$ cat src/core/dso_defs.svh
/*
 Constants of the disk controller strap-option block: register offsets,
 status bits, reset values, host decode figures, thresholds and burst length.
 Assumes it is included by bare name from the main module and the bench.
*/
`ifndef DSO_DEFS_SVH
`define DSO_DEFS_SVH

// ----------------------------------------------------------------
// register offsets on the plain register port
// ----------------------------------------------------------------
`define DSO_REG_CTRL 3'h0
`define DSO_REG_STAT 3'h1
`define DSO_REG_MASK 3'h2
`define DSO_REG_STRAP 3'h3
`define DSO_REG_LEVEL 3'h4

// ----------------------------------------------------------------
// field positions and reset values
// ----------------------------------------------------------------
`define DSO_CTRL_SEC 0
`define DSO_CTRL_GO 1
`define DSO_ST_DONE 0
`define DSO_ST_PAR 1
`define DSO_ST_MISS 2
`define DSO_ST_WSTART 3
`define DSO_MASK_RST 4'h0
`define DSO_STAT_RST 4'h0

// ----------------------------------------------------------------
// host address space and decode figures
// ----------------------------------------------------------------
`define DSO_IO_PAGE 5'h1F
`define DSO_STD_FIRST 18'h3_FDC0
`define DSO_STD_LAST 18'h3_FDE6
`define DSO_MAX_ADDRS 5'h1E
`define DSO_STD_REGS 5'h14
`define DSO_STD_VECTOR 9'h0AC

// ----------------------------------------------------------------
// write-start thresholds and burst length
// ----------------------------------------------------------------
`define DSO_THR_64 7'h40
`define DSO_THR_32 7'h20
`define DSO_THR_16 7'h10
`define DSO_THR_1 7'h01
`define DSO_BURST 3'h4

`endif

$ cat src/core/dso_pkg.sv
/*
 Types of the disk controller strap-option block: DMA states and the
 packed state record of the main module.
 Assumes dso_defs.svh is on the include path.
*/
package dso_pkg;

    // ------------------------------------------------------------
    // dma sequencer states
    // ------------------------------------------------------------
    typedef enum logic [1:0] {ST_IDLE, ST_REQ, ST_CYC, ST_HOLD} dso_state_t;

    // ------------------------------------------------------------
    // whole state of the main module
    // ------------------------------------------------------------
    typedef struct packed {
        dso_state_t st;
        logic sampled;
        logic [7:0] sAddr;
        logic [4:0] sRegCnt;
        logic [6:0] sVec;
        logic [1:0] sPri;
        logic sFast;
        logic sMxfEn;
        logic sOneCyc;
        logic sHold;
        logic sParA;
        logic sParB;
        logic [2:0] sFill;
        logic sPriOnly;
        logic reqSec;
        logic active;
        logic started;
        logic [15:0] wordsLeft;
        logic [2:0] burst;
        logic [6:0] wrPtr;
        logic [6:0] rdPtr;
        logic [3:0] status;
        logic [3:0] mask;
        logic [31:0] rdData;
        logic diskValid;
    } dso_regs_t;

endpackage : dso_pkg

$ cat src/core/dso_strap_dma.sv
/*
 Strap-configured host interface of a disk controller: address decode,
 vector and priority, dma cycle style, parity, write buffer start level.
 Assumes straps are static, host/disk inputs synchronous to clk.
*/
//
// Notes on behaviour
// - the register block base comes from eight straps on address bits 12..5, fitted meaning zero.
// - at most 30 host addresses are decoded, the count set by a strap group.
// - the standard count strap setting exposes 20 registers.
// - the vector comes from seven straps on bits 8..2, fitted meaning one, standard 000254 octal.
// - interrupts are requested at the strap-selected bus priority level, normally level 5.
// - a strap enables a faster dma request path that saves a cycle.
// - missed-transfer errors are detected unless the maintenance strap is removed.
// - the one-cycle strap gives one memory reference per grant, else bursts.
// - with both one-cycle and hold straps cut, the secondary bus is held for whole blocks.
// - each port is set on its own for 16 bits plus parity or 18 data bits.
// - parity strap fitted checks parity on reads, removed carries the lines as bits 16 and 17.
// - a disk write waits for 64, 32, 16 or 1 buffered words as strapped.
// - a strap forces all transfers onto the primary bus whatever software asks.
`timescale 1ns/1ps
`include "dso_defs.svh"
module dso_strap_dma
    import dso_pkg::*;
#(
    parameter int DEPTH = 64
) (
    // clock and reset
    input wire logic clk,
    input wire logic sys_rst,
    // straps
    input wire logic [7:0] strapAddr,
    input wire logic [4:0] strapRegCnt,
    input wire logic [6:0] strapVec,
    input wire logic [1:0] strapPri,
    input wire logic strapFastLat,
    input wire logic strapMxf,
    input wire logic strapOneCyc,
    input wire logic strapHold,
    input wire logic strapParA,
    input wire logic strapParB,
    input wire logic [2:0] strapFill,
    input wire logic strapPriOnly,
    // host address decode
    input wire logic [17:0] hostAddr,
    output logic hostHit,
    output logic [4:0] hostRegIdx,
    // interrupt
    output logic irq,
    output logic [3:0] hostBr,
    output logic [8:0] vector,
    // dma on the host buses
    output logic dmaReq,
    input wire logic dmaGrant,
    output logic busHeld,
    output logic busSelSec,
    output logic memCyc,
    input wire logic memAck,
    input wire logic [15:0] memData,
    input wire logic [1:0] memPar,
    // disk side
    output logic diskGo,
    input wire logic diskWordReq,
    output logic [17:0] diskData,
    output logic diskValid,
    // register port
    input wire logic [2:0] regAddr,
    input wire logic [31:0] regWdata,
    input wire logic regWr,
    input wire logic regRd,
    output logic [31:0] regRdata
);

    // ------------------------------------------------------------
    // helpers
    // ------------------------------------------------------------
    // start level from the one-hot fill straps, lowest count if none
    function automatic logic [6:0] startLevel(input logic [2:0] sel);
        if (sel[0]) return `DSO_THR_64;
        else if (sel[1]) return `DSO_THR_32;
        else if (sel[2]) return `DSO_THR_16;
        else return `DSO_THR_1;
    endfunction : startLevel

    // odd parity per byte, pa covers the low byte
    function automatic logic parityOk(input logic [15:0] d,
                                      input logic [1:0] p);
        return (^{p[0], d[7:0]}) & (^{p[1], d[15:8]});
    endfunction : parityOk

    dso_regs_t s, next_s;
    logic [6:0] fill;
    logic room, secEff, holdMode, ackNow, readNow, parOn, goReq;
    logic [3:0] ev;
    logic [17:0] wordIn;
    logic [12:0] offs;

    // ------------------------------------------------------------
    // combinational views of the state
    // ------------------------------------------------------------
    assign fill = s.wrPtr - s.rdPtr;
    assign room = fill < 7'(DEPTH);
    assign secEff = s.reqSec & ~s.sPriOnly;
    assign holdMode = ~s.sOneCyc & ~s.sHold & secEff;
    assign ackNow = (s.st == ST_CYC) & memAck;
    assign readNow = diskWordReq & (fill != 7'h00);
    assign parOn = secEff ? s.sParB : s.sParA;
    // parity lines become data bits 16 and 17 when checking is off
    assign wordIn = parOn ? {2'b00, memData}
                          : {memPar[1], memPar[0], memData};
    assign goReq = regWr & (regAddr == `DSO_REG_CTRL)
                 & regWdata[`DSO_CTRL_GO] & s.sampled;

    // host decode: fitted strap reads zero, so it maps straight onto
    // the address bit; window counted in words
    assign offs = hostAddr[12:0] - {s.sAddr, 5'h00};
    assign hostRegIdx = offs[5:1];
    assign hostHit = s.sampled & (hostAddr[17:13] == `DSO_IO_PAGE)
                   & (offs[12:6] == 7'h00)
                   & (offs[5:1] < s.sRegCnt)
                   & (offs[5:1] < `DSO_MAX_ADDRS);

    // interrupt, vector and priority outputs
    assign irq = |(s.status & s.mask);
    assign hostBr = irq ? (4'h1 << s.sPri) : 4'h0;
    assign vector = {s.sVec, 2'b00};

    // fast path raises the request straight from idle
    assign dmaReq = (s.st == ST_REQ)
                  | (s.sFast & (s.st == ST_IDLE)
                     & s.active & room);
    assign busHeld = (s.st == ST_CYC) | (s.st == ST_HOLD);
    assign memCyc = (s.st == ST_CYC);
    assign busSelSec = secEff;
    assign diskValid = s.diskValid;
    assign regRdata = s.rdData;

    // ------------------------------------------------------------
    // next state
    // ------------------------------------------------------------
    always_comb
    begin
        next_s = s;
        ev = 4'h0;
        diskGo = 1'b0;
        next_s.diskValid = readNow;
        next_s.rdData = 32'h0000_0000;
        // straps caught once, no write path touches them
        if (!s.sampled)
        begin
            next_s.sampled = 1'b1;
            next_s.sAddr = strapAddr;
            next_s.sRegCnt = strapRegCnt;
            next_s.sVec = strapVec;
            next_s.sPri = strapPri;
            next_s.sFast = strapFastLat;
            next_s.sMxfEn = strapMxf;
            next_s.sOneCyc = strapOneCyc;
            next_s.sHold = strapHold;
            next_s.sParA = strapParA;
            next_s.sParB = strapParB;
            next_s.sFill = strapFill;
            next_s.sPriOnly = strapPriOnly;
        end
        // control writes; go is ignored while a transfer runs
        if (regWr && regAddr == `DSO_REG_CTRL)
        begin
            next_s.reqSec = regWdata[`DSO_CTRL_SEC];
        end
        if (regWr && regAddr == `DSO_REG_MASK)
        begin
            next_s.mask = regWdata[3:0];
        end
        if (goReq && !s.active && regWdata[31:16] != 16'h0000)
        begin
            next_s.active = 1'b1;
            next_s.started = 1'b0;
            next_s.wordsLeft = regWdata[31:16];
        end
        // dma sequencer
        unique case (s.st)
            ST_IDLE:
            begin
                if (s.active && room)
                begin
                    if (s.sFast && dmaGrant)
                    begin
                        next_s.st = ST_CYC;
                    end
                    else if (!s.sFast)
                    begin
                        next_s.st = ST_REQ;
                    end
                    next_s.burst = 3'h0;
                end
            end
            ST_REQ:
            begin
                if (dmaGrant)
                begin
                    next_s.st = ST_CYC;
                end
            end
            ST_CYC:
            begin
                if (memAck)
                begin
                    next_s.wrPtr = s.wrPtr + 7'h01;
                    next_s.wordsLeft = s.wordsLeft - 16'h0001;
                    next_s.burst = s.burst + 3'h1;
                    if (parOn && !parityOk(memData, memPar))
                    begin
                        ev[`DSO_ST_PAR] = 1'b1;
                    end
                    if (s.wordsLeft == 16'h0001)
                    begin
                        next_s.st = ST_IDLE;
                        next_s.active = 1'b0;
                        ev[`DSO_ST_DONE] = 1'b1;
                    end
                    else if (s.sOneCyc)
                    begin
                        next_s.st = ST_IDLE;
                    end
                    else if (holdMode)
                    begin
                        next_s.st = (fill + 7'h01 < 7'(DEPTH))
                                  ? ST_CYC : ST_HOLD;
                    end
                    else if (s.burst == `DSO_BURST - 3'h1
                             || fill + 7'h01 >= 7'(DEPTH))
                    begin
                        next_s.st = ST_IDLE;
                    end
                end
            end
            ST_HOLD:
            begin
                // mastership kept while the disk drains the buffer
                if (room)
                begin
                    next_s.st = ST_CYC;
                end
            end
        endcase
        // disk write waits for the strapped level, or for the tail
        if (s.active && !s.started
            && (fill >= startLevel(s.sFill)))
        begin
            diskGo = 1'b1;
        end
        if (!s.active && !s.started && fill != 7'h00)
        begin
            diskGo = 1'b1;
        end
        if (diskGo)
        begin
            next_s.started = 1'b1;
            ev[`DSO_ST_WSTART] = 1'b1;
        end
        // disk side reads
        if (readNow)
        begin
            next_s.rdPtr = s.rdPtr + 7'h01;
        end
        if (diskWordReq && s.started && fill == 7'h00
            && s.active && s.sMxfEn)
        begin
            ev[`DSO_ST_MISS] = 1'b1;
        end
        if (!s.active && fill == 7'h00)
        begin
            next_s.started = 1'b0;
        end
        // register reads; status is cleared by its read, set wins
        if (regRd)
        begin
            unique case (regAddr)
                `DSO_REG_CTRL: next_s.rdData = {s.wordsLeft, 13'h0000,
                    s.started, s.active, s.reqSec};
                `DSO_REG_STAT: next_s.rdData = {28'h000_0000, s.status};
                `DSO_REG_MASK: next_s.rdData = {28'h000_0000, s.mask};
                `DSO_REG_STRAP: next_s.rdData = {s.sPriOnly, s.sFill,
                    s.sParB, s.sParA, s.sHold, s.sOneCyc, s.sMxfEn,
                    s.sFast, s.sPri, s.sVec, s.sRegCnt, s.sAddr};
                `DSO_REG_LEVEL: next_s.rdData = {23'h00_0000, s.st,
                    fill};
                default: next_s.rdData = 32'h0000_0000;
            endcase
        end
        next_s.status = ((regRd && regAddr == `DSO_REG_STAT)
                         ? 4'h0 : s.status) | ev;
    end

    // ------------------------------------------------------------
    // state register
    // ------------------------------------------------------------
    always_ff @(posedge clk or posedge sys_rst)
    begin
        if (sys_rst)
        begin
            s <= '0;
        end
        else
        begin
            s <= next_s;
        end
    end

    // buffer between host fetches and disk writes
    dso_buf_mem #(.WIDTH(18), .DEPTH(DEPTH), .AW(6)) u_buf (
        .clk(clk),
        .sys_rst(sys_rst),
        .wrEn(ackNow),
        .wrAddr(s.wrPtr[5:0]),
        .wrData(wordIn),
        .rdEn(readNow),
        .rdAddr(s.rdPtr[5:0]),
        .rdData(diskData)
    );
endmodule : dso_strap_dma

$ cat src/core/dso_buf_mem.sv
/*
 Write buffer memory: one write port, one read port with registered data.
 Assumes the owner keeps the pointers and never reads an empty slot.
*/
`timescale 1ns/1ps
module dso_buf_mem #(
    parameter int WIDTH = 18,
    parameter int DEPTH = 64,
    parameter int AW = 6
) (
    // clock and reset
    input wire logic clk,
    input wire logic sys_rst,
    // write side
    input wire logic wrEn,
    input wire logic [AW-1:0] wrAddr,
    input wire logic [WIDTH-1:0] wrData,
    // read side
    input wire logic rdEn,
    input wire logic [AW-1:0] rdAddr,
    output logic [WIDTH-1:0] rdData
);

    logic [WIDTH-1:0] mem [DEPTH];

    // storage array, no reset so it maps to ram
    always_ff @(posedge clk)
    begin
        if (wrEn)
        begin
            mem[wrAddr] <= wrData;
        end
    end

    // registered read data
    always_ff @(posedge clk or posedge sys_rst)
    begin
        if (sys_rst)
        begin
            rdData <= '0;
        end
        else if (rdEn)
        begin
            rdData <= mem[rdAddr];
        end
    end

endmodule : dso_buf_mem

$ cat config.mk
export PLATFORM = sky130hd
export DESIGN_NAME = dso_strap_dma
export DESIGN_NICKNAME = d
export VERILOG_FILES = /design/src/core/dso_pkg.sv /design/src/core/dso_strap_dma.sv /design/src/core/dso_buf_mem.sv
export VERILOG_INCLUDE_DIRS = /design/src /design/src/core
export SDC_FILE = /design/constraint.sdc
export NUM_CORES = 2
export LEC_CHECK = 0
export ABC_AREA = 1
export BUFFER_PORTS_ARGS = -buffer_cell sky130_fd_sc_hd__buf_2
export CAP_MARGIN = 20
export CORE_ASPECT_RATIO = 0.75
export CORE_MARGIN = 1.5
export CORE_UTILIZATION = 44
export CTS_BUF_LIST = sky130_fd_sc_hd__clkbuf_2
export CTS_CLUSTER_DIAMETER = 200
export DETAILED_ROUTE_END_ITERATION = 8
export PLACE_DENSITY_LB_ADDON = 0.12
export SETUP_SLACK_MARGIN = 0.1
export SYNTH_ARGS = -nofsm -noshare
export SYNTH_HDL_FRONTEND = slang
export SYNTH_SLANG_ARGS = --single-unit
export TNS_END_PERCENT = 100
$ cat constraint.sdc
create_clock -name clk -period 4.29 [get_ports clk]
set_input_delay 0.2145 -clock clk [delete_from_list [all_inputs] [get_ports clk]]
set_output_delay 0.2145 -clock clk [all_outputs]
set_load 0.005 [all_outputs]
[Word-level counts from Yosys, hierarchy flattened]
Memory sizes are Yosys's and may differ from the RTL's. A register that Yosys moved wholly into a read port is not among the register bits.
Cells that the tools add are included.
W data, S select, Z words.
Storage, ports and cells
  bits in registers: 112
  bits in writable memories: 1152
  word-level logic and storage cells: 155
  memories kept: 1
Memories
  u_buf.mem: depth 64, width 18, read ports 1, clocked after memory_dff 1, wr ports 1, RTL line dso_buf_mem.sv:24  | logic [WIDTH-1:0] mem [DEPTH];
Cells by class
  add/sub/neg operators: 7
  order comparisons: 6
  equal/unequal tests: 16
  shift operators: 1
  muxes and demuxes: 41
  bitwise logic cells: 23
  reductions and logical operators: 35
Operators by type and width (count)
  $pmux W32 S5: 1
  $mux W18: 2
  $mux W32: 1
  $mux W26: 1
  $mux W2: 12
  $add A7 B1 Y7 const B: 3
  $reduce_xor A9 Y1: 2
  $logic_and A1 B1 Y1: 17
  $and A1 B1 Y1: 16
  $eq A16 B1 Y1 const B: 1
  $mux W16: 1
  $reduce_bool A16 Y1: 1
  $sub A16 B1 Y16 const B: 1
  $mux W1: 15
  $logic_not A7 Y1: 2
  $lt A7 B7 Y1 const B: 2
  $sub A13 B13 Y13: 1
  $eq A3 B2 Y1 const B: 3
  $mux W4: 2
  $pmux W2 S4: 1
  $ge A7 B7 Y1: 1
  $ge A7 B7 Y1 const B: 1
  $mux W7: 1
  $reduce_bool A7 Y1: 1
  other kinds (32): 40

[Depth between registers and ports, before layout]
  word-level depth: 10
  depth in mapped cells: 19

[Cells and area by module]
Synthesis repeated with hierarchy kept, for this count alone.
Second synthesis, totals
  cells, all modules: 4811
  area, all modules: 54110.6 µm²
Modules (own cells, without submodules)
  dso_buf_mem: instances 1, cells each 3929, area each 47419.2 µm², sequential area each 35043.6 µm²
  dso_strap_dma: instances 1, cells each 882, area each 6691.4 µm², sequential area each 2802.7 µm²

[Worst setup path before layout]
OpenSTA, ideal clock, no wires.
  kind: reg2reg
  start: register s[76] (netlist name)
  end: memory u_buf.mem[0][16] (data pin)
  library setup time: 0.499 ns
  arrival time: 2.408 ns
  path slack: 1.383 ns
  stages on the path, launching flop included: 7
  buffers on the path: 0
  clock period less this slack: 2.907 ns
  cell sequence: dfrtp_1 inv_1 nor2_1 or2_2 o21ai_0 inv_1 nor2_1
Between the ends
  longest elaborated chain between the ends: 3
Ends and longest elaborated chain
  from (decl): RTL line dso_strap_dma.sv:91  | dso_regs_t s, next_s;
  from (signal assigned): RTL line dso_strap_dma.sv:306  | s <= next_s;
  $and A1 B1 Y1: RTL line dso_strap_dma.sv:103  | assign secEff = s.reqSec & ~s.sPriOnly;
  via busSelSec: RTL line dso_strap_dma.sv:56  | output logic busSelSec,
  $mux W1: RTL line dso_strap_dma.sv:107  | assign parOn = secEff ? s.sParB : s.sParA;
  $mux W18: RTL line dso_strap_dma.sv:109  | assign wordIn = parOn ? {2'b00, memData}
  via u_buf.wrData[16]: RTL line dso_buf_mem.sv:17  | input wire logic [WIDTH-1:0] wrData,
  to (decl): RTL line dso_buf_mem.sv:24
The timed path passes the listed nets, and every way through them passes these cells.

[Worst setup path after layout]
  start: register s[41] (netlist name)
  end: output port diskGo
Between the ends
  longest elaborated chain between the ends: 5
Ends and longest elaborated chain
  $sub A7 B7 Y7 *: RTL line dso_strap_dma.sv:101  | assign fill = s.wrPtr - s.rdPtr;
  $ge A7 B7 Y1: RTL line dso_strap_dma.sv:248  | && (fill >= startLevel(s.sFill)))
  $logic_and A1 B1 Y1: RTL line dso_strap_dma.sv:248
  $mux W1: RTL line dso_strap_dma.sv:247  | if (s.active && !s.started
  $mux W1 *: RTL line dso_strap_dma.sv:252  | if (!s.active && !s.started && fill != 7'h00)
  to (decl): RTL line dso_strap_dma.sv:62  | output logic diskGo,
Mark *: on every way between the ends. The rest lies on a longest branch, timed or not.

==> out/results.tsv <==
stage	metric	value	unit
status	status	finished clean	
setup_path	ff2ff_path_depth	18	
final_layout	postLayoutCellArea	61910	µm²
floorplan	initial_core_util	44.66	%
timing	min_period	4024	ps
floorplan	die_x	407.2	µm
place	place_congestion	0.8912	
setup_path	worstSetupEndpointType	output port	
yosys	synth_top_area_share	64.17	%
clock_network	cts.sinks	1282	
floorplan	core	120700	µm²
place	post_dp_cell_area	56560	µm²
timing	worstMarginPinSlew	1181	ps
yosys	yosysSeqAreaShare	70.21	%
place	pre_cts_ws	1122	ps
global_route	first_global_vias	36120	
route	wl_per_cell	22.63	µm
setup_path	criticalPathCategory	flip-flop to output port	
clock_network	cts_max_level	5	
final_layout	stdcell_count	7235	
final_layout	layout-drive-gt1-share	16.67	%
clock_network	clockBufferDepth	4	
final_layout	regArea	37860	µm²
yosys	yosys_warnings	0	
floorplan	io_pins	186	
yosys	yosys.area.top_type	edfxtp_1	
yosys	synthDistinctLibCells	44	
global_route	grtUsageTotal	25.91	%
floorplan	fp.dieArea	124600	µm²
yosys	synth_common_cells	edfxtp_1, nor2_1, nand2_1	
yosys	synth-seq-cells	1282	
yosys	synth_flop_cell	edfxtp_1	
final_layout	multi_input_area	13930	µm²
route	drtAntennaViolNets	0	
power	leakagePower	23.35	nW
run	drv_cap	0	
place	dp_cells	6454	
timing	fin_crit_sh	93.81	%
route	viasPerCell	5.292	
timing	slew-limit-headroom	21.06	%
setup_path	crit_cells	15	
setup_path	worstPathRequired	4080	ps
min_path	hp-class	input pin to flip-flop	
final_layout	final_core_util	51.29	%
clock_network	cts_tree	built	
place	dpl.hpwl	88980	µm
min_path	min_path_cells	6	
clock_network	clock_latency	1670	ps
floorplan	die_height	306.1	µm
timing	tns	0	ps
power	vdd_drop_max	917.8	µV
yosys	yosysMostFrequentCell	edfxtp_1	
setup_path	cp_common_cell	nand2_2	
setup_path	startpoint_type	flip-flop	
place	io_buffers	170	
timing	timing.final.max_slew_violations	0	
setup_path	crit_path_top_delay_cell	dfrtp_4	
setup_path	cp_top_family	simple AND/OR/NAND/NOR gates	
floorplan	row_count	110	
route	drt-total-wl	163800	µm
timing	final-hold-violation-count	0	
clock_network	cts_root_buf	clkbuf_2	
clock_network	cts_buffers	329	
power	totalPowerFinal	36.04	mW
yosys	synth_edf_count	1152	
setup_path	crit_chain	ha_4 > inv_4 > fa_2 > buf_6 > nand2_1 > nand3b_1 > nand2_2 > nand2_2 > nor2_2 > nand3_2 > nand2_1 > inv_1 > nand2_2 > inv_2 > buf_6	
global_route	grt_max_degree	159	
timing	fmax	0.2485	GHz
setup_path	worstPathMaxFanout	4	
yosys	synthCells	4823	
yosys	syn-cell-area	53910	µm²
clock_network	clkTransAtPathRegs	110	ps
global_route	grt_pass1_wl	238100	µm
timing	layout_setup_ws	265.6	ps
yosys	synthTopCellsByArea	edfxtp_1, nor2_1, dfrtp_1	
global_route	antenna_found_initial	12	
power	powerDensity	582.1	nW/µm²
setup_path	critPathMaxStageDelay	520	ps
timing	hold_ws	285.5	ps
timing	fin_worst_skew	135.4	ps
global_route	grt_overflow	0	
timing	rsz0062_at_grt	true	
setup_path	arrival	3810	ps
route	dr_total_vias	38290	
route	drt_first_iter_violations	4317	
route	remaining_drc_errors	0	
final_layout	nets	5566	
timing	setup_violations	0	
setup_path	cp_num_buf_inv	5	
final_layout	area_growth	14.84	%
final_layout	fillCellCount	10820	
yosys	avgSynthCellArea	11.18	µm²
route	first_pass_iters	5	
yosys	async_flop_share	10.14	%
==> placed cells by master (no fill, tap or decap), drive strengths merged <==
master,n
a221oi,3
mux2,14
o22ai,5
o21bai,1
mux2i,1
fa,2
or2,8
clkinv,29
nor3,13
and3,1
nand2,734
a22o,1
ha,25
o31ai,1
clkbuf,478
nor2,1130
dlygate4sd3,249
o21a,1
o21ai,607
nand4,16
o211ai,86
conb,3
nand3b,1
edfxtp,1152
dfrtp,130
nor4b,1
xnor2,18
a21boi,2
nor4,3
nand3,245
xor2,16
a31oi,6
inv,184
a41oi,1
diode,8
a21oi,105
buf,331
==> worst paths after layout <==
check                                              from  slack [ps]                      endpoint
min in group asynchronous                       sys_rst         390             s[41]$_DFFE_PP0P_
max                                   s[41]$_DFFE_PP0P_         270                        diskGo
min reg2reg                u_buf.rdData[14]$_DFFE_PP0P_         490  u_buf.rdData[14]$_DFFE_PP0P_
min                                         diskWordReq         290             s[46]$_DFFE_PP0P_
max in group asynchronous                       sys_rst        3430             s[48]$_DFFE_PP0P_
max reg2reg                           s[41]$_DFFE_PP0P_         750            s[110]$_DFFE_PP0P_
==> kinds of logic after synthesis <==
group,count (synthesis),synth area share (%)
AO/OA/AOI/OAI,819,8.086
multiplexers,15,0.3110
other,2,0.01393
AND/OR/NAND/NOR,2152,15.75
flip-flops,1282,70.21
adder cells (fa/ha/maj),27,0.6545
XOR/XNOR,34,0.5524
buffers and inverters,492,4.428
==> power by group <==
| group | leakage, nW | internal, mW | switching, mW | total [mW] |
|---|---|---|---|---|
| Sequential | 12.0 | 14.1 | 0.399 | 14.5 |
| Combinational | 9.34 | 4.18 | 9.69 | 13.9 |
| Clock | 2.04 | 2.88 | 4.83 | 7.71 |
==> sequential cells by signal (all words and copies together) (netlist names) <==
name	cells
u_buf.mem	1152
s	72
regRdata	32
u_buf.rdData	18
vector	7
diskValid	1
==> per-layer routing <==
metal | global-route usage [%] | part of all wire, % | up-vias
met3 | 6.132 | 9.7 | 255
met5 | 0 | 0 | -
li1 | - | - | 17950
met1 | 40.20 | 47 | 18430
met4 | 7.621 | 2.0 | 0
met2 | 35.76 | 41 | 1655
==> repair_timing <==
action | 4_1_cts | 5_1_grt
gates resized for setup | 16 | 30
hold buffers | 252 | 0
pin swaps | 9 | 16
buffers inserted | 7 | 9
setup endpoints to repair | 2 | 4
gates cloned | 0 | 1
hold endpoints to repair | 1790 | 0
==> final cells by class <==
cell class                 instances  area share [%]
inverter                         185           1.196
timing repair buffer             580           7.775
sequential                      1282           61.16
clock inverter                    27          0.1657
tap                             1624           3.282
clock buffer                     478           3.864
timing repair inverter             1         0.01415
multi-input combinational       3050           22.51
antenna                            8         0.03234
==> worst reg2reg max path: stages, from the launching register on <==
cell and delay [ps]:
dfrtp_4 520, ha_4 170, inv_4 40, fa_2 370
buf_6 140, nand2_1 90, nand2_1 110, nor2_1 100
nand3_1 100, nor2_1 150, nand2_1 60, nand2_1 80
nand3_1 70, nand2_1 120, inv_1 50, nand2_1 50
dlygate4sd3_1 540, nand2_1 50, dlygate4sd3_1 540
No activity file was read; power rests on OpenSTA's default activity.
